**src/rtl/pom_defs.svh**
```systemverilog
// Constants for the primary oscillator mode select block
`ifndef POM_DEFS_SVH
`define POM_DEFS_SVH
// ====================================================
// Timing
`define POM_CLK_PERIOD_NS 10
`define POM_EXT_START_NS 1500
`define POM_EXT_START_CYC (`POM_EXT_START_NS / `POM_CLK_PERIOD_NS)
`define POM_LOCK_US 2000
`define POM_LOCK_CYC (`POM_LOCK_US * 1000 / `POM_CLK_PERIOD_NS)
`define POM_TMR_W 18
`define POM_PER_W 16
// ====================================================
// Register offsets and fields
`define POM_ADDR_W 4
`define POM_DATA_W 8
`define POM_CTRL_OFS 4'h0
`define POM_STAT_OFS 4'h4
`define POM_CTRL_SEC_BIT 0
`define POM_CTRL_GPO_BIT 1
`define POM_CTRL_GOE_BIT 2
`define POM_CTRL_RST 8'h00
`define POM_GPIO_BIT_SIX 6
`define POM_SUBTICKS 2'h3
`endif

```
**src/rtl/pom_pkg.sv**
```systemverilog
// Types for the primary oscillator mode select block
package pom_pkg;
    // ====================================================
    // Oscillator modes in configuration field order
    typedef enum logic [2:0] {
        LOW_POWER_CRYSTAL_MODE,
        CRYSTAL_RESONATOR_MODE,
        HIGH_SPEED_CRYSTAL_MODE,
        HIGH_SPEED_MULTIPLIED_MODE,
        RESISTOR_CAPACITOR_MODE,
        RESISTOR_CAPACITOR_GPIO_MODE,
        EXT_CLOCK_INPUT_MODE,
        EXT_CLOCK_GPIO_PIN_MODE
    } pom_mode_t;
    // Start-up sequencer states
    typedef enum logic [1:0] {
        ST_WAIT,
        ST_RUN,
        ST_SECONDARY,
        ST_SLEEP
    } pom_state_t;
    // Status register layout
    typedef struct packed {
        logic gpioIn;
        logic secondaryActive;
        logic multiplierEnable;
        logic execEnable;
        logic [0:0] spare;
        pom_mode_t mode;
    } pom_status_t;
endpackage

```
**src/rtl/pom_osc_mode_select.sv**
```systemverilog
// Primary oscillator mode select, multiplier and start-up control
// Behaviour
// - Eight primary oscillator modes chosen by a three-bit config field.
// - Mode comes from nonvolatile config; software cannot change it.
// - Crystal modes also accept an external clock on the input pin.
// - RC mode drives the second pin with oscillator frequency over four.
// - RC-with-IO mode turns second pin into port bit six.
// - External clock modes take input pin and disable feedback path.
// - External clock modes wait at most 1.5 us after reset or wake.
// - External clock mode drives second pin with frequency over four.
// - External-clock-with-IO mode turns second pin into port bit six.
// - Multiplier mode makes internal clock four times the input frequency.
// - Multiplier only in high-speed family; otherwise clock is unmultiplied.
// - Multiplier state changes only at reset or secondary-clock round trip.
// - Lock timer holds execution until multiplied clock has locked.
// - Lock time-out lasts two milliseconds.
//
// Decided for this implementation: the placing of the registers and strobed register access.
`timescale 1ns/10ps
`include "pom_defs.svh"
module pom_osc_mode_select import pom_pkg::*; #(
    parameter int unsigned LOCK_CYCLES = `POM_LOCK_CYC
) (
    input wire logic sys_clk,
    input wire logic reset_n,
    input wire logic [2:0] cfgMode,
    input wire logic primaryClockIn,
    input wire logic secondaryOscTick,
    input wire logic sleepActive,
    input wire logic secPinIn,
    output logic secPinOut,
    output logic secPinOe,
    output logic feedbackEnable,
    output logic sysClockTick,
    output logic [1:0] instrPhase,
    output logic execEnable,
    input wire logic [`POM_ADDR_W-1:0] regAddr,
    input wire logic [`POM_DATA_W-1:0] regWrData,
    input wire logic regWrStrobe,
    input wire logic regRdStrobe,
    output logic [`POM_DATA_W-1:0] regRdData
);
    localparam logic [`POM_TMR_W-1:0] EXT_START =
        `POM_TMR_W'(`POM_EXT_START_CYC);
    localparam logic [`POM_TMR_W-1:0] LOCK_CNT = `POM_TMR_W'(LOCK_CYCLES);

    // ====================================================
    // Mode helpers
    function automatic logic isExt(input pom_mode_t m);
        return m == EXT_CLOCK_INPUT_MODE || m == EXT_CLOCK_GPIO_PIN_MODE;
    endfunction
    function automatic logic isGpio(input pom_mode_t m);
        return m == RESISTOR_CAPACITOR_GPIO_MODE ||
               m == EXT_CLOCK_GPIO_PIN_MODE;
    endfunction
    function automatic logic isDiv4(input pom_mode_t m);
        return m == RESISTOR_CAPACITOR_MODE || m == EXT_CLOCK_INPUT_MODE;
    endfunction

    pom_mode_t mode_reg;
    pom_state_t state_reg;
    logic multEn_reg;
    logic [`POM_TMR_W-1:0] timer_reg;
    logic prevIn_reg;
    logic [`POM_PER_W-1:0] sinceEdge_reg;
    logic [`POM_PER_W-1:0] period_reg;
    logic [`POM_PER_W-1:0] quarterCnt_reg;
    logic [1:0] subTicks_reg;
    logic [1:0] phase_reg;
    logic [`POM_DATA_W-1:0] ctrl_reg;
    logic secOut_reg;
    logic secOe_reg;
    logic [`POM_DATA_W-1:0] rdData_reg;
    logic oscRise;
    logic multTick;
    logic [`POM_PER_W-1:0] quarter;
    logic secondarySel;
    logic prevSecSel_reg;
    logic prevSleep_reg;
    pom_status_t status;

    // ====================================================
    // Mode capture: strap taken only while reset is held
    always_ff @(posedge sys_clk) begin
        if (!reset_n) begin
            mode_reg <= pom_mode_t'(cfgMode);
        end
    end
    // No write path reaches mode_reg after reset

    // Feedback amplifier off for external clock sources
    assign feedbackEnable = !isExt(mode_reg);

    // ====================================================
    // Primary input edge detect; any mode may be externally driven
    assign oscRise = primaryClockIn && !prevIn_reg;
    // Tracks the pin in reset too, so release brings no false edge
    always_ff @(posedge sys_clk) begin
        prevIn_reg <= primaryClockIn;
    end

    // Period measurement of the primary oscillator
    always_ff @(posedge sys_clk) begin
        if (!reset_n) begin
            sinceEdge_reg <= '0;
            period_reg <= '0;
        end else if (oscRise) begin
            sinceEdge_reg <= `POM_PER_W'(1);
            period_reg <= sinceEdge_reg;
        end else if (sinceEdge_reg != '1) begin
            sinceEdge_reg <= sinceEdge_reg + `POM_PER_W'(1);
        end
    end

    // Times-four tick: edge plus three evenly spaced ticks
    assign quarter = (period_reg >> 2) == '0 ? `POM_PER_W'(1)
                                             : (period_reg >> 2);
    assign multTick = oscRise ||
        (subTicks_reg != `POM_SUBTICKS &&
         quarterCnt_reg == quarter - `POM_PER_W'(1));
    always_ff @(posedge sys_clk) begin
        if (!reset_n) begin
            quarterCnt_reg <= '0;
            subTicks_reg <= `POM_SUBTICKS;
        end else if (oscRise) begin
            quarterCnt_reg <= '0;
            subTicks_reg <= '0;
        end else if (multTick) begin
            quarterCnt_reg <= '0;
            subTicks_reg <= subTicks_reg + 2'h1;
        end else begin
            quarterCnt_reg <= quarterCnt_reg + `POM_PER_W'(1);
        end
    end

    // ====================================================
    // Start-up sequencer and lock timer
    assign secondarySel = ctrl_reg[`POM_CTRL_SEC_BIT];
    always_ff @(posedge sys_clk) begin
        if (!reset_n) begin
            prevSecSel_reg <= 1'b0;
            prevSleep_reg <= 1'b0;
        end else begin
            prevSecSel_reg <= secondarySel;
            prevSleep_reg <= sleepActive;
        end
    end

    always_ff @(posedge sys_clk) begin
        if (!reset_n) begin
            state_reg <= ST_WAIT;
            timer_reg <= '0;
        end else begin
            unique case (state_reg)
                ST_WAIT: begin
                    timer_reg <= timer_reg + `POM_TMR_W'(1);
                    if (multEn_reg) begin
                        if (timer_reg >= LOCK_CNT - `POM_TMR_W'(1)) begin
                            state_reg <= ST_RUN;
                        end
                    end else if (isExt(mode_reg)) begin
                        if (timer_reg >= EXT_START - `POM_TMR_W'(1)) begin
                            state_reg <= ST_RUN;
                        end
                    end else begin
                        state_reg <= ST_RUN;
                    end
                end
                ST_RUN: begin
                    timer_reg <= '0;
                    if (sleepActive) begin
                        state_reg <= ST_SLEEP;
                    end else if (secondarySel) begin
                        state_reg <= ST_SECONDARY;
                    end
                end
                ST_SECONDARY: begin
                    timer_reg <= '0;
                    if (!secondarySel) begin
                        state_reg <= ST_WAIT;
                    end
                end
                ST_SLEEP: begin
                    timer_reg <= '0;
                    if (!sleepActive) begin
                        state_reg <= ST_WAIT;
                    end
                end
            endcase
        end
    end

    // Multiplier enable loaded from the strap in reset, so the first
    // start-up already waits for lock; reloaded on return from secondary
    always_ff @(posedge sys_clk) begin
        if (!reset_n) begin
            multEn_reg <= pom_mode_t'(cfgMode) == HIGH_SPEED_MULTIPLIED_MODE;
        end else if (state_reg == ST_SECONDARY && !secondarySel) begin
            multEn_reg <= mode_reg == HIGH_SPEED_MULTIPLIED_MODE;
        end else if (state_reg == ST_WAIT && !prevIn_reg &&
                     timer_reg == '0 && !prevSecSel_reg &&
                     !prevSleep_reg) begin
            multEn_reg <= mode_reg == HIGH_SPEED_MULTIPLIED_MODE;
        end
    end

    assign execEnable = state_reg == ST_RUN || state_reg == ST_SECONDARY;

    // ====================================================
    // System tick source and instruction phase counter
    always_comb begin
        if (state_reg == ST_SLEEP) begin
            sysClockTick = 1'b0;
        end else if (state_reg == ST_SECONDARY) begin
            sysClockTick = secondaryOscTick;
        end else if (multEn_reg) begin
            sysClockTick = multTick;
        end else begin
            sysClockTick = oscRise;
        end
    end

    always_ff @(posedge sys_clk) begin
        if (!reset_n) begin
            phase_reg <= 2'h0;
        end else if (sysClockTick) begin
            phase_reg <= phase_reg + 2'h1;
        end
    end
    assign instrPhase = phase_reg;

    // ====================================================
    // Second oscillator pin: divide-by-four or port bit six
    always_ff @(posedge sys_clk) begin
        if (!reset_n) begin
            secOut_reg <= 1'b0;
            secOe_reg <= 1'b0;
        end else if (isGpio(mode_reg)) begin
            secOut_reg <= ctrl_reg[`POM_CTRL_GPO_BIT];
            secOe_reg <= ctrl_reg[`POM_CTRL_GOE_BIT];
        end else if (isDiv4(mode_reg)) begin
            secOut_reg <= phase_reg[1] && state_reg != ST_SLEEP;
            secOe_reg <= 1'b1;
        end else begin
            secOut_reg <= 1'b0;
            secOe_reg <= 1'b0;
        end
    end
    assign secPinOut = secOut_reg;
    assign secPinOe = secOe_reg;

    // ====================================================
    // Register port
    always_ff @(posedge sys_clk) begin
        if (!reset_n) begin
            ctrl_reg <= `POM_CTRL_RST;
        end else if (regWrStrobe && regAddr == `POM_CTRL_OFS) begin
            ctrl_reg <= regWrData;
        end
    end

    always_comb begin
        status = '0;
        status.mode = mode_reg;
        status.execEnable = execEnable;
        status.multiplierEnable = multEn_reg;
        status.secondaryActive = state_reg == ST_SECONDARY;
        status.gpioIn = isGpio(mode_reg) && secPinIn;
    end

    // Read data stands one cycle after the strobe, zero otherwise
    always_ff @(posedge sys_clk) begin
        if (!reset_n) begin
            rdData_reg <= '0;
        end else if (regRdStrobe && regAddr == `POM_CTRL_OFS) begin
            rdData_reg <= ctrl_reg;
        end else if (regRdStrobe && regAddr == `POM_STAT_OFS) begin
            rdData_reg <= status;
        end else begin
            rdData_reg <= '0;
        end
    end
    assign regRdData = rdData_reg;

    // ====================================================
    // Assertions
    a_mode_fixed_run: assert property (@(posedge sys_clk)
        disable iff (!reset_n) $stable(mode_reg))
        else $error("mode changed while running");
    a_feedback_ext_off: assert property (@(posedge sys_clk)
        disable iff (!reset_n)
        feedbackEnable == (mode_reg < EXT_CLOCK_INPUT_MODE))
        else $error("feedback path wrong for mode");
    a_mult_only_hs: assert property (@(posedge sys_clk)
        disable iff (!reset_n)
        multEn_reg |-> mode_reg == HIGH_SPEED_MULTIPLIED_MODE)
        else $error("multiplier on outside high-speed mode");
    a_mult_run_stable: assert property (@(posedge sys_clk)
        disable iff (!reset_n)
        state_reg == ST_RUN ##1 state_reg == ST_RUN |-> $stable(multEn_reg))
        else $error("multiplier changed while running");
    a_ext_start_bound: assert property (@(posedge sys_clk)
        disable iff (!reset_n)
        $rose(state_reg == ST_WAIT) && isExt(mode_reg)
        |-> ##[1:151] state_reg == ST_RUN)
        else $error("external clock start-up too long");
    a_exec_lock_hold: assert property (@(posedge sys_clk)
        disable iff (!reset_n)
        $rose(execEnable) && multEn_reg |-> $past(timer_reg) + 1 >= LOCK_CNT)
        else $error("execution before lock time-out");
    a_div4_phase: assert property (@(posedge sys_clk)
        disable iff (!reset_n)
        $past(reset_n) && isDiv4(mode_reg) && $past(state_reg) != ST_SLEEP
        |-> secPinOut == $past(phase_reg[1]) && secPinOe)
        else $error("divide-by-four output not from phase");
    a_gpio_follow: assert property (@(posedge sys_clk)
        disable iff (!reset_n)
        isGpio(mode_reg) |=> secPinOe == $past(ctrl_reg[`POM_CTRL_GOE_BIT]))
        else $error("port bit six enable not followed");
    a_phase_step: assert property (@(posedge sys_clk)
        disable iff (!reset_n)
        sysClockTick |=> phase_reg == $past(phase_reg) + 2'h1)
        else $error("phase did not advance on tick");
    a_read_idle_zero: assert property (@(posedge sys_clk)
        disable iff (!reset_n) !regRdStrobe |=> regRdData == '0)
        else $error("read data outside read slot");

    c_lock_done: cover property (@(posedge sys_clk) disable iff (!reset_n)
        $rose(execEnable) && multEn_reg);
    c_secondary_trip: cover property (@(posedge sys_clk)
        disable iff (!reset_n) $fell(state_reg == ST_SECONDARY));
    c_sleep_wake: cover property (@(posedge sys_clk) disable iff (!reset_n)
        $fell(state_reg == ST_SLEEP));
endmodule

```
**config.mk**
```make
export PLATFORM = sky130hd
export DESIGN_NAME = pom_osc_mode_select
export DESIGN_NICKNAME = d
export VERILOG_FILES = /design/src/rtl/pom_pkg.sv /design/src/rtl/pom_osc_mode_select.sv
export VERILOG_INCLUDE_DIRS = /design/src /design/src/rtl
export SDC_FILE = /design/constraint.sdc
export NUM_CORES = 1
export LEC_CHECK = 0
export ABC_AREA = 1
export BUFFER_PORTS_ARGS = -buffer_cell sky130_fd_sc_hd__buf_2
export CORE_MARGIN = 10
export CORE_UTILIZATION = 45
export CTS_BUF_LIST = sky130_fd_sc_hd__clkbuf_8
export DETAILED_ROUTE_END_ITERATION = 10
export PLACE_DENSITY = 0.65
export SYNTH_ARGS = -nofsm -noshare
export SYNTH_HDL_FRONTEND = slang
export SYNTH_SLANG_ARGS = --single-unit
```
**constraint.sdc**
```tcl
create_clock -name sys_clk -period 3.2 [get_ports sys_clk]
set_input_delay 0.48 -clock sys_clk [delete_from_list [all_inputs] [get_ports sys_clk]]
set_output_delay 0.48 -clock sys_clk [all_outputs]
set_load 0.005 [all_outputs]
```
; ---- Word-level counts from Yosys, hierarchy flattened
; Index checks and enable logic that the tools add are counted.
[totals]
input_bits = 23
out_inout_bits = 15
elab_cells = 105
ff_bits = 97
[op_classes]
n_mux = 27
n_eq_ne = 20
addsub = 6
n_reduce_logical = 32
bitwise = 1
order_cmp = 2
[op_table]
columns = cell, count
row1 = 18-bit case mux with 2 select lines, 1
row2 = "16-bit by 1-bit adder with 16-bit output, second input constant", 2
row3 = 2-bit 2-to-1 mux, 10
row4 = "18-bit by 1-bit adder with 18-bit output, second input constant", 1
row5 = "18-bit greater-or-equal comparator, second input constant", 1
row6 = "18-bit by 8-bit greater-or-equal comparator with 1-bit output, second input constant", 1
row7 = 18-bit logical NOT, 1
row8 = 16-bit == test, 1
row9 = 16-bit logical NOT, 1
row10 = 8-bit 2-to-1 mux, 2
row11 = "16-bit inequality test, second input constant", 1
row12 = "14-bit by 1-bit subtractor with 15-bit output, second input constant", 1
row13 = 14-bit 2-to-1 mux, 1
row14 = "3-bit == test, second input constant", 4
row15 = 1-bit logical AND, 12
row16 = 1-bit 2-to-1 mux, 12
row17 = "2-bit inequality test, second input constant", 4
row18 = 2-bit case mux with 4 select lines, 1
row19 = "3-bit by 2-bit == test with 1-bit output, second input constant", 2
row20 = "3-bit inequality test, second input constant", 2
row21 = 3-bit OR reduction, 2
row22 = 1-bit logical NOT, 5
row23 = 1-bit logical OR, 5
row24 = 5-bit AND reduction, 1
row25 = 11 further kinds, 14

; ---- Longest topological paths before layout
; Gate-level depths: netlist (run 1).
[depth]
depth_word = 9
depth_mapped = 24
depth_no_buf = 23

; ---- Worst setup path after synthesis (run 1)
; Ideal clock, no wire load.
[synth_timing]
kind = register -> output
from = reg period_reg[14]
to = out sysClockTick
stages_incl_launch_ff = 18
required_time_ps = 2720
n_path_buf = 1
slack_ps = 535
t_arrival_ps = 2185
cell_sequence = dfxtp_1 or2_1 nor2_4 nand2_2 buf_6 nand2_1 inv_1 ha_1 xnor2_1 nor2_1 o21ai_0 nor3_1 nand2_1 nor2_2 nand4_1 nand2_1 nand2_2 inv_1
[synth_between]
elab_chain_len = 9
[synth_lines]
columns = item, line
row1 = start: declaration, pom_osc_mode_select.sv:66  ; logic [`POM_PER_W-1:0] period_reg;
row2 = start signal: assignment, pom_osc_mode_select.sv:109  ; period_reg <= sinceEdge_reg;
row3 = 16-bit logical NOT, pom_osc_mode_select.sv:116  ; assign quarter = (period_reg >> 2) == '0 ? `POM_PER_W'(1)
row4 = 14-bit 2-to-1 mux *, pom_osc_mode_select.sv:116
row5 = 14-bit by 1-bit subtractor with 15-bit output *, pom_osc_mode_select.sv:120  ; quarterCnt_reg == quarter - `POM_PER_W'(1));
row6 = 16-bit == test *, pom_osc_mode_select.sv:120
row7 = 1-bit logical AND *, pom_osc_mode_select.sv:119  ; (subTicks_reg != `POM_SUBTICKS &&
row8 = 1-bit logical OR *, pom_osc_mode_select.sv:118  ; assign multTick = oscRise ||
row9 = 1-bit 2-to-1 mux *, pom_osc_mode_select.sv:216  ; end else if (multEn_reg) begin
row10 = 1-bit 2-to-1 mux *, pom_osc_mode_select.sv:214  ; end else if (state_reg == ST_SECONDARY) begin
row11 = 1-bit 2-to-1 mux *, pom_osc_mode_select.sv:212  ; if (state_reg == ST_SLEEP) begin
row12 = end: declaration, pom_osc_mode_select.sv:34  ; output logic sysClockTick,
; Mark *: on every way between the ends. The rest lies on a longest branch, timed or not.

; ---- Worst setup path after layout (run 1)
; Same ends and word-level chain as after synthesis.

==> results of run 1 <==
[metrics by stage]
step	instances	area (µm²)
6_report	854	5350
3_5_place_dp	834	5051
2_1_floorplan	668	4723
5_1_grt	854	5350
4_1_cts	851	5260
3_3_place_gp	834	5051
[path summary, 6_finish.rpt]
kind,start,endpoint,slack (ns),depth (start not counted)
setup / recovery,period_reg[14],sysClockTick,0.05,20
hold / removal,primaryClockIn,prevIn_reg,0.22,1
setup reg to reg,period_reg[14],quarterCnt_reg[15],0.77,18
hold reg to reg,ctrl_reg[4],ctrl_reg[4],0.45,2
[power breakdown]
group / internal [µW] / switching (µW)
clock network: 285 / 435
registers: 1250 / 57.6
logic: 235 / 385
total: 1770 / 877
[routing by layer]
layer	GRT usage	vias up
met2	0.2577	75
met1	0.1754	1965
met5	0	-
met4	0.05228	0
met3	0.03627	16
li1	-	2250
[layout make-up]
cell class | instances | area, µm²
clock buffer | 9 | 123.9
inverter | 107 | 401.6
multi-input combinational | 455 | 2392
sequential | 95 | 1962
clock inverter | 7 | 48.80
timing repair buffer | 45 | 251.5
tap | 136 | 170.2
fill | 1044 | 4927
[worst reg2reg max path, delay by kind of cell, from the launching register on]
family / cells / cell delay [ns]
and+or+nand+nor: 16 / 1.77
DFF: 1 / 0.34
adders and majority gates: 1 / 0.17
buffers and inverters: 1 / 0.05
[cell usage in the layout (no fill, tap or decap), types with 14 or more instances in the layout]
| master | netlist | routed |
|---|---|---|
| sky130_fd_sc_hd__a21oi_1 | 61 | 61 |
| sky130_fd_sc_hd__buf_2 | 1 | 36 |
| sky130_fd_sc_hd__dfxtp_1 | 91 | 79 |
| sky130_fd_sc_hd__inv_1 | 105 | 104 |
| sky130_fd_sc_hd__nand2_1 | 121 | 116 |
| sky130_fd_sc_hd__nand3_1 | 44 | 43 |
| sky130_fd_sc_hd__nor2_1 | 78 | 73 |
| sky130_fd_sc_hd__nor3_1 | 14 | 14 |
| sky130_fd_sc_hd__o21ai_0 | 48 | 48 |
| sky130_fd_sc_hd__xor2_1 | 14 | 14 |
[what timing repair did]
action	4_1_cts	5_1_grt
setup endpoints to repair	1	1
pin swaps	8	13
buffers inserted	1	3
endpoints found under the hold margin	0	0
cloned	0	0
resized for setup	15	22
[cells by family (layout without fill, tap and decap cells)]
kind of cell,count (synthesis),after routing,share of synthesized area
adder cells (fa/ha/maj),12,12,0.03179
AO/OA/AOI/OAI,126,126,0.1425
XOR/XNOR,19,19,0.03523
buffers and inverters,118,168,0.09722
flip-flops,95,95,0.4111
AND/OR/NAND/NOR,298,298,0.2821
==> results.txt, run 1 <==
----------------------------------------------------
[Yosys]
  Fraction of post-synthesis cell area in the top cell type by area ... 0.3857
  Post-Syn Instances ... around 670
  Most frequently used cell type in the post-synthesis netlist ... sky130_fd_sc_hd__nand2_1
  Top_reg_cell synth ... sky130_fd_sc_hd__dfxtp_1
  Syn_nets ... approximately 700
  Distinct cells, synth ... 44
  Number of warnings reported in the yosys synthesis log ... 0
  Area leader, netlist ... sky130_fd_sc_hd__dfxtp_1
  Proportion of synthesized flip-flops having asynchronous set or reset ... 0
  Most numerous cell types in the synthesized netlist ... 121 x sky130_fd_sc_hd__nand2_1, 105 x sky130_fd_sc_hd__inv_1, 91 x sky130_fd_sc_hd__dfxtp_1, 78 x sky130_fd_sc_hd__nor2_1, 61 x sky130_fd_sc_hd__a21oi_1
  Number of enable-type register cells in the synthesized netlist ... 4
  Portion of the post-synthesis area used by sequential elements ... 0.4111
  Mean instance size in the synthesized netlist ... between 7 and 8 µm²
  Synth Register Bits ... 95
  Post-Syn Area ... between 4000 and 5000 µm²
  Top cells by area, synth ... sky130_fd_sc_hd__dfxtp_1 39%, sky130_fd_sc_hd__nand2_1 9.6%, sky130_fd_sc_hd__inv_1 8.3%

[Route]
  Vias after detailed routing ... around 4,300
  Wirelength per Cell ... roughly 13 µm
  Sum of routed wire segments on met1 ... roughly 4.9 mm
  Wirelength, routed ... 10.83 mm
  Top layer reached by signal wires ... met4
  First-pass iteration count of the detailed router ... 4
  Routed wire length on met2 ... 5.272 mm
  Initial detailed-routing violation count ... approximately 150
  Routed met3 length ... roughly 450 µm
  Post-route antenna net violation count ... 0
  Detailed-route DRC error count ... 0
  Via density ... a little over 5

[Timing]
  Post-Route Skew ... between 0.015 and 0.02 ns
  RSZ-0062 raised after global routing ... true
  Worst-Margin Slew ... a little under 0.6 ns
  Final worst path period need ... 3.152 ns
  Post-route worst hold slack ... about 0.22 ns
  Final count of pins violating max slew ... 0
  Highest clock frequency the design can meet ... 317.2 MHz
  Final hold violations ... 0
  Final worst slack ... 0.04764 ns
  Final critical-path share of the clock period ... 0.9851
  Setup total negative slack ... 0 ns
  Worst slew slack as a fraction of its limit ... 0.6100
  Final setup violation count ... 0

[Cells and area]
  Number of flip-flops under the largest register name ... 18
  Share of post-route cells with drive strength above 1 ... 0.1504
  # nets final ... 748
  Area Growth Syn to Fin ... 13.27%
  Final design utilization ... 0.5206
  # diodes ... 0

[Hold path]
  HP Class ... in2reg

[Die]
  Core region area ... 10,280 µm²
  Die width ... 122.5 µm
  Rows ... 37
  Initial Utilization ... 0.4596
  Die area ... around 15,000 µm²
  Die H ... roughly 120 µm
  Number of ports placed on the die boundary ... 38

[Pwr]
  Leak pwr ... about 0.0022 µW
  Overall power ... roughly 2700 µW
  Worst supply voltage drop on vdd ... about 0.27 mV
  Power Dens Cells ... roughly 500 nW/µm²

[Setup path]
  Crit path launch type ... flip-flop
  Signal arrival time at the worst endpoint ... around 2.7 ns
  Cell with the largest stage delay on the worst path ... sky130_fd_sc_hd__dfxtp_2
  Crit end category ... output port
  Maximum cell stage delay along the critical path ... between 0.3 and 0.4 ns
  Most frequent cell on the critical path ... sky130_fd_sc_hd__nand2_1
  Top delay family on crit path ... simple AND/OR/NAND/NOR gates
  Worst EP required ... 2.72 ns
  Ordered cell list for the critical path ... or2_4, nor2_4, nand2_2, nand2_2, inv_2, ha_4, nand2_4, nand2_2, nand2_1, nand2_1, nand2_1, nand3_1, nor2_1, nand2_1, nor2_2, nand4_1, nand2_1, nand2_2, inv_2, buf_6
  Maximum fanout count along the critical path ... 4
  WP buf/inv ... 3
  Kind of critical path ... reg2out

[Clock network]
  Post-CTS Hold Buffers ... 0
  Root buffer cell ... sky130_fd_sc_hd__clkbuf_8
  Count of H-tree levels built during CTS ... 3
  Number of buffers inserted during clock tree synthesis ... 9
  Sinks on the clock net ... 95
  Number of buffers between clock root and the deepest sink ... 2
  CTS tree ... done
  Clock transition time at the flip-flop clock pins of the worst setup and hold paths ... about 0.1 ns
  Later-pin clock latency in the skew report ... 0.37 ns

[Job]
  Max-capacitance violation count ... 0

[Global routing]
  Number of antenna violations at the first check in global routing ... 0
  Global-route wire length before repair ... 18.50 mm
  Number of global-route vias before repair ... between 4,000 and 5,000
  Maximum number of pins on one net before global-route repair ... 35
  Global route total overflow ... 0
  Aggregate global-route resource usage ... 0.1487

[Placed design]
  Worst slack after detailed placement ... between 0.3 and 0.4 ns
  Weighted congestion at the end of routability-driven global placement ... about 0.9
  HPWL after detailed placement ... roughly 8.2 mm
  Total of buffers placed on input and output ports ... 37

[Outcome]
  Status ... finished, final reports clean

----------------------------------------------------
Note: power is estimated with default switching activity, not from simulation.
==> run 2, diff against run 1 <==
--- a/config.mk
+++ b/config.mk
@@ -15,2 +15,3 @@
 export PLACE_DENSITY = 0.65
+export RECOVER_POWER = 100
 export SYNTH_ARGS = -nofsm -noshare
--- a/constraint.sdc
+++ b/constraint.sdc
@@ -3,2 +3,2 @@
 set_output_delay 0.48 -clock sys_clk [all_outputs]
-set_load 0.005 [all_outputs]
+set_load 0.05 [all_outputs]
==> run 2 against run 1 <==
Effect of this change:
- the flow now finishes with violations (negative setup slack)
- fmax shrank 2.6%
- clock skew decreased by 0.010 ns
- clock power is 15% higher
- register-to-register slack got worse by 0.63 ns
- global-route usage is essentially flat
- wire length increased by 1.9%
==> results.txt, run 2 (same netlist as run 1, synthesis figures left out) <==
----------------------------------------------------
[Clock network]
  Clock transition time at the flip-flop clock pins of the worst setup and hold paths ... 0.10 ns
  Root buffer cell ... sky130_fd_sc_hd__clkbuf_8
  Sinks on the clock net ... 95
  CTS tree ... done
  Number of buffers inserted during clock tree synthesis ... 9
  Later-pin clock latency in the skew report ... roughly 0.37 ns
  Count of H-tree levels built during CTS ... 3
  Number of buffers between clock root and the deepest sink ... 2

[Die]
  Rows ... 37
  Die H ... 122.5 µm
  Die width ... ~120 µm
  Core region area ... 10,280 µm²
  Die area ... roughly 15,000 µm²
  Initial Utilization ... 0.4596
  Number of ports placed on the die boundary ... 38

[Global routing]
  Met2 usage in global routing ... 0.2594
  Aggregate global-route resource usage ... 0.1485
  Global routing usage on met1 ... 0.1728
  Global route total overflow ... 0
  GR met3 Demand/Resource ... 0.04040
  Number of antenna violations at the first check in global routing ... 0
  Maximum number of pins on one net before global-route repair ... 34
  Global-route wire length before repair ... around 18 mm
  Highest-utilization routing layer at the global route stage ... met2
  Number of global-route vias before repair ... approximately 4,300

[Pwr]
  Combinational group share of total power ... 0.268
  Internal power summed over all cells ... roughly 1900 µW
  Share of power burned in the clock network ... 0.283
  Overall power ... roughly 2900 µW
  Switching share of total power ... 0.3452
  Power Dens Cells ... between 500 and 600 nW/µm²
  Worst supply voltage drop on vdd ... between 0.4 and 0.5 mV
  Net Sw Power ... 1008 µW
  Sequential share of power ... 0.448
  Leak pwr ... between 0.002 and 0.0025 µW

[Outcome]
  Violations in the final reports ... negative setup slack
  Status ... finished with violations

[Cells and area]
  Area Growth Syn to Fin ... 15.71%
  # diodes ... 0
  Number of inserted filler cells in the final layout ... 1,045
  Number of flip-flops under the largest register name ... 18
  # nets final ... around 760
  Commonest non-fill, non-tap cells in the layout ... 118 x sky130_fd_sc_hd__nand2_1, 103 x sky130_fd_sc_hd__inv_1, 79 x sky130_fd_sc_hd__dfxtp_1
  Share of post-route cells with drive strength above 1 ... 0.1436
  Most frequent standard cell in the layout excluding fill and tap cells ... sky130_fd_sc_hd__nand2_1
  Final design utilization ... 0.5318

[Route]
  Vias after detailed routing ... roughly 4,400
  Wirelength per Cell ... 12.73 µm
  First-pass iteration count of the detailed router ... 4
  Wirelength, routed ... approximately 11 mm
  Post-route antenna net violation count ... 0
  Initial detailed-routing violation count ... about 200
  Detailed-route DRC error count ... 0
  Via density ... roughly 5

[Timing]
  RSZ-0062 raised after global routing ... true
  Final worst slack ... -0.03742 ns
  Worst slew slack as a fraction of its limit ... 0.1912
  Final setup violation count ... 1
  Final count of pins violating max slew ... 0
  Post-route worst hold slack ... around 0.22 ns
  Setup total negative slack ... -0.03742 ns
  Final hold violations ... 0
  Highest clock frequency the design can meet ... roughly 300 MHz
  Post-Route Skew ... a little over 0.007 ns
  Worst-Margin Slew ... roughly 1.2 ns
  Final worst path period need ... about 3.2 ns
  Final critical-path share of the clock period ... 1.012

[Setup path]
  Signal arrival time at the worst endpoint ... about 2.8 ns
  Kind of critical path ... reg2out
  Worst setup path startpoint ... period_reg[4]
  Maximum fanout count along the critical path ... 4
  Worst EP required ... around 2.7 ns
  Crit path launch type ... flip-flop
  Top delay family on crit path ... simple AND/OR/NAND/NOR gates
  Ordered cell list for the critical path ... nor2_4, nand2_2, nor2_2, nand2_2, nand2_2, inv_2, ha_4, nand2_4, nor2_2, inv_1, nand2_1, nand3_1, nand3_2, nor2_2, nand2_1, nor2_2, nand4_1, nand2_2, nand2_2, inv_2, buf_8
  Cell with the largest stage delay on the worst path ... sky130_fd_sc_hd__dfxtp_4
  Crit end category ... output port
  Maximum cell stage delay along the critical path ... about 0.38 ns
  Most frequent cell on the critical path ... sky130_fd_sc_hd__nand2_2
  Worst Reg2Reg Path Length in Cells ... 28
  Count of cell instances traversed by the critical path ... 21
  WP buf/inv ... 4
  Reg2reg start ... period_reg[4]

[Placed design]
  Weighted congestion at the end of routability-driven global placement ... between 0.8 and 0.9
  HPWL after detailed placement ... between 8 and 9 mm
  Total of buffers placed on input and output ports ... 37

[Hold path]
  HP Class ... in2reg
  Min-Delay Path Depth ... 1
  Worst hold start ... primaryClockIn

[Job]
  Max-capacitance violation count ... 0

----------------------------------------------------
[run 2: changes by cell type in the layout (fill, tap and decap cells not counted), moves of 2 or more]
cell / change
sky130_fd_sc_hd__clkbuf_1: +17
sky130_fd_sc_hd__clkinv_4: -2
sky130_fd_sc_hd__buf_4: +9
sky130_fd_sc_hd__nand2_1: +2
sky130_fd_sc_hd__buf_2: -15
[run 2: worst paths after layout]
kind,to,slack (ns)
setup / recovery,sysClockTick,-0.04
hold / removal,prevIn_reg,0.22
setup reg to reg,instrPhase[1],0.14
hold reg to reg,ctrl_reg[6],0.46
[run 2: cell type report]
cell class / count / area (µm²) / area share
well taps: 136 / 170.2 / 0.03114
repair buffers: 58 / 334.1 / 0.06113
multi-input cells: 455 / 2391 / 0.4375
clock buffers: 9 / 123.9 / 0.02266
inverters: 107 / 401.6 / 0.07349
clock inverters: 7 / 80.08 / 0.01465
flip-flops and latches: 95 / 1964 / 0.3594
[run 2: what timing repair did]
item | in CTS | in global routing
gates resized for setup | 28 | 14
endpoints found under the setup margin | 1 | 2
hold buffers | 0 | 0
endpoints found under the hold margin | 0 | 0
pin swaps | 11 | 15
buffers inserted | 14 | 2
[run 2: power groups by stage]
stage | Clock (µW) | Sequential [µW] | Combinational, µW
after detailed placement | 0 | 1340 | 677
final | 827 | 1310 | 783
after global placement | 0 | 1330 | 662
after global routing | 897 | 1320 | 875
after CTS | 845 | 1310 | 767
after floorplan | 0 | 1350 | 483
[run 2: metal layers]
metal	routed length (µm)	up-vias
met3	474	13
li1	-	2274
met5	0	-
met4	154	0
met1	4995	1992
met2	5412	75
[run 2: through the flow]
stage / cell area [µm²] / worst slack (ns) / std cells
after floorplan: 4723 / 0.2806 / 668
after global placement: 5066 / 0.2635 / 836
after CTS: 5451 / 0.01633 / 866
final: 5465 / -0.03742 / 867
after global routing: 5465 / -0.2202 / 867
after detailed placement: 5066 / 0.1996 / 836
==> run 3, diff against run 2 <==
Settings changed: MAX_ROUTING_LAYER set to met4, PLACE_DENSITY 0.65 to unset.
Clock period 3.2 ns to 3.3 ns, I/O delays scaled along.
==> run 3 against run 2 <==
Effect of this change:
- the run now ends clean
- count of clock-buffer cells in the layout unchanged
- design area down 0.43%
- critical path depth down 1
- utilization down 0.23 points
- non-clock buffer count down 4
==> results.txt, run 3 (same netlist as run 1, synthesis figures left out) <==
----------------------------------------------------
[Outcome]
  Status ... finished, final reports clean

[Die]
  Rows ... 37
  Number of ports placed on the die boundary ... 38
  Die area ... ~15,000 µm²
  Core region area ... roughly 10,000 µm²
  Initial Utilization ... 0.4596
  Die H ... 122.5 µm
  Die width ... between 100 and 150 µm

[Timing]
  Final hold violations ... 0
  RSZ-0062 raised after global routing ... true
  Post-Route Skew ... ~0.015 ns
  Final critical-path share of the clock period ... 0.9567
  Final setup violation count ... 0
  Worst slew slack as a fraction of its limit ... 0.1340
  Highest clock frequency the design can meet ... around 320 MHz
  Final count of pins violating max slew ... 0
  Final worst path period need ... 3.157 ns
  Worst-Margin Slew ... 1.299 ns

[Global routing]
  Number of global-route vias before repair ... 4,189
  Number of antenna violations at the first check in global routing ... 0
  Global-route wire length before repair ... ~18 mm
  Global route total overflow ... 0
  Aggregate global-route resource usage ... 0.1542
  Maximum number of pins on one net before global-route repair ... 34

[Setup path]
  Crit end category ... output port
  Signal arrival time at the worst endpoint ... between 2 and 3 ns
  Maximum fanout count along the critical path ... 4
  Crit path launch type ... flip-flop
  Worst EP required ... roughly 2.8 ns
  Worst Reg2Reg Path Length in Cells ... 19
  Kind of critical path ... reg2out

[Route]
  Wirelength, routed ... between 10 and 15 mm
  Detailed-route DRC error count ... 0
  Via density ... 5.021
  Wirelength per Cell ... about 13 µm
  Initial detailed-routing violation count ... roughly 230
  First-pass iteration count of the detailed router ... 4
  Vias after detailed routing ... ~4,300
  Post-route antenna net violation count ... 0

[Cells and area]
  Most frequent standard cell in the layout excluding fill and tap cells ... sky130_fd_sc_hd__nand2_1
  Post-layout instance area ... 5441 µm²
  # nets final ... 757
  Number of flip-flops under the largest register name ... 18
  Final design utilization ... 0.5295
  Share of post-route cells with drive strength above 1 ... 0.1295
  Commonest non-fill, non-tap cells in the layout ... 117 x sky130_fd_sc_hd__nand2_1, 102 x sky130_fd_sc_hd__inv_1, 80 x sky130_fd_sc_hd__dfxtp_1
  # diodes ... 0
  Area Growth Syn to Fin ... 15.21%

[Clock network]
  Number of buffers between clock root and the deepest sink ... 2
  Number of buffers inserted during clock tree synthesis ... 9
  Sinks on the clock net ... 95
  Root buffer cell ... sky130_fd_sc_hd__clkbuf_8
  Later-pin clock latency in the skew report ... between 0.3 and 0.4 ns
  Count of H-tree levels built during CTS ... 3
  CTS tree ... done
  Clock transition time at the flip-flop clock pins of the worst setup and hold paths ... 0.10 ns
  Post-CTS Hold Buffers ... 0

[Pwr]
  Worst supply voltage drop on vdd ... between 0.3 and 0.4 mV
  Leak pwr ... 0.002232 µW
  Power Dens Cells ... ~540 nW/µm²

[Placed design]
  Area after detailed placement ... approximately 5100 µm²
  Weighted congestion at the end of routability-driven global placement ... 0.9275
  HPWL after detailed placement ... slightly above 8 mm
  Total of buffers placed on input and output ports ... 37

[Hold path]
  HP Class ... in2reg
  Min-Delay Path Depth ... 1

[Job]
  Max-capacitance violation count ... 0

----------------------------------------------------
[run 3: cell types whose count changed in the layout (fill, tap and decap cells not counted), sizes merged]
cell | before | now
bufinv | 1 | 3
clkinvlp | 1 | 0
buf | 41 | 35
clkbuf | 26 | 28
clkinv | 4 | 2
[run 3: where the power goes]
| group | internal [µW] | switching [µW] |
|---|---|---|
| clock network | 508 | 438 |
| logic | 244 | 472 |
| registers | 1220 | 55.0 |
| total | 1970 | 965 |
[run 3: routing by layer]
metal	up-vias	track usage	wire, µm
met4	0	0.05670	170
met2	85	0.2645	5492
met3	16	0.02250	400
met5	-	-	0
li1	2267	-	-
met1	1960	0.1794	5074
[run 3: through the flow]
stage / cells / hold slack (ns) / total power, µW / setup TNS, ns / worst slack (ns)
4_1_cts: 853 / 0.2185 / 2913 / 0 / 0.003704
6_report: 862 / 0.2333 / 2933 / 0 / 0.1428
3_5_place_dp: 836 / 0.4359 / 1953 / 0 / 0.2306
2_1_floorplan: 668 / 0.4237 / 1781 / 0 / 0.3656
3_3_place_gp: 836 / 0.4321 / 1936 / 0 / 0.3101
5_1_grt: 862 / 0.2150 / 3088 / -0.05157 / -0.05157
[run 3: worst max-delay path: stages, from the launching register on]
cell and delay (ns):
sky130_fd_sc_hd__dfxtp_2 0.34, sky130_fd_sc_hd__or2_1 0.26, sky130_fd_sc_hd__nor2_4 0.11, sky130_fd_sc_hd__nand2_2 0.06
sky130_fd_sc_hd__nand2_2 0.07, sky130_fd_sc_hd__inv_2 0.05, sky130_fd_sc_hd__ha_4 0.17, sky130_fd_sc_hd__nand2_4 0.11
sky130_fd_sc_hd__nor2_4 0.05, sky130_fd_sc_hd__inv_2 0.05, sky130_fd_sc_hd__nand2_1 0.05, sky130_fd_sc_hd__nand3_1 0.07
sky130_fd_sc_hd__nand3_1 0.08, sky130_fd_sc_hd__nor2_1 0.13, sky130_fd_sc_hd__nand2_1 0.09, sky130_fd_sc_hd__nor2_2 0.11
sky130_fd_sc_hd__nand4_1 0.11, sky130_fd_sc_hd__nand2_2 0.12, sky130_fd_sc_hd__nand2_4 0.06, sky130_fd_sc_hd__inv_2 0.07
sky130_fd_sc_hd__buf_8 0.14
[run 3: what timing repair did]
action	4_1_cts	5_1_grt
gates resized for setup	7	31
pin swaps	3	13
endpoints found under the setup margin	1	1
setup buffers	2	9
[run 3: area by class of cell]
cell class | instances | area (µm²)
clock inverter | 6 | 116.4
tap | 136 | 170.2
timing repair buffer | 54 | 289.0
fill | 1032 | 4836
inverter | 107 | 401.6
multi-input combinational | 455 | 2377
clock buffer | 9 | 123.9
sequential | 95 | 1963
[run 3: path summary, 6_finish.rpt]
check,start,to,slack (ns)
setup / recovery,period_reg[15],sysClockTick,0.14
hold reg to reg,ctrl_reg[6],ctrl_reg[6],0.45
hold / removal,primaryClockIn,prevIn_reg,0.23
setup reg to reg,period_reg[15],quarterCnt_reg[12],0.62
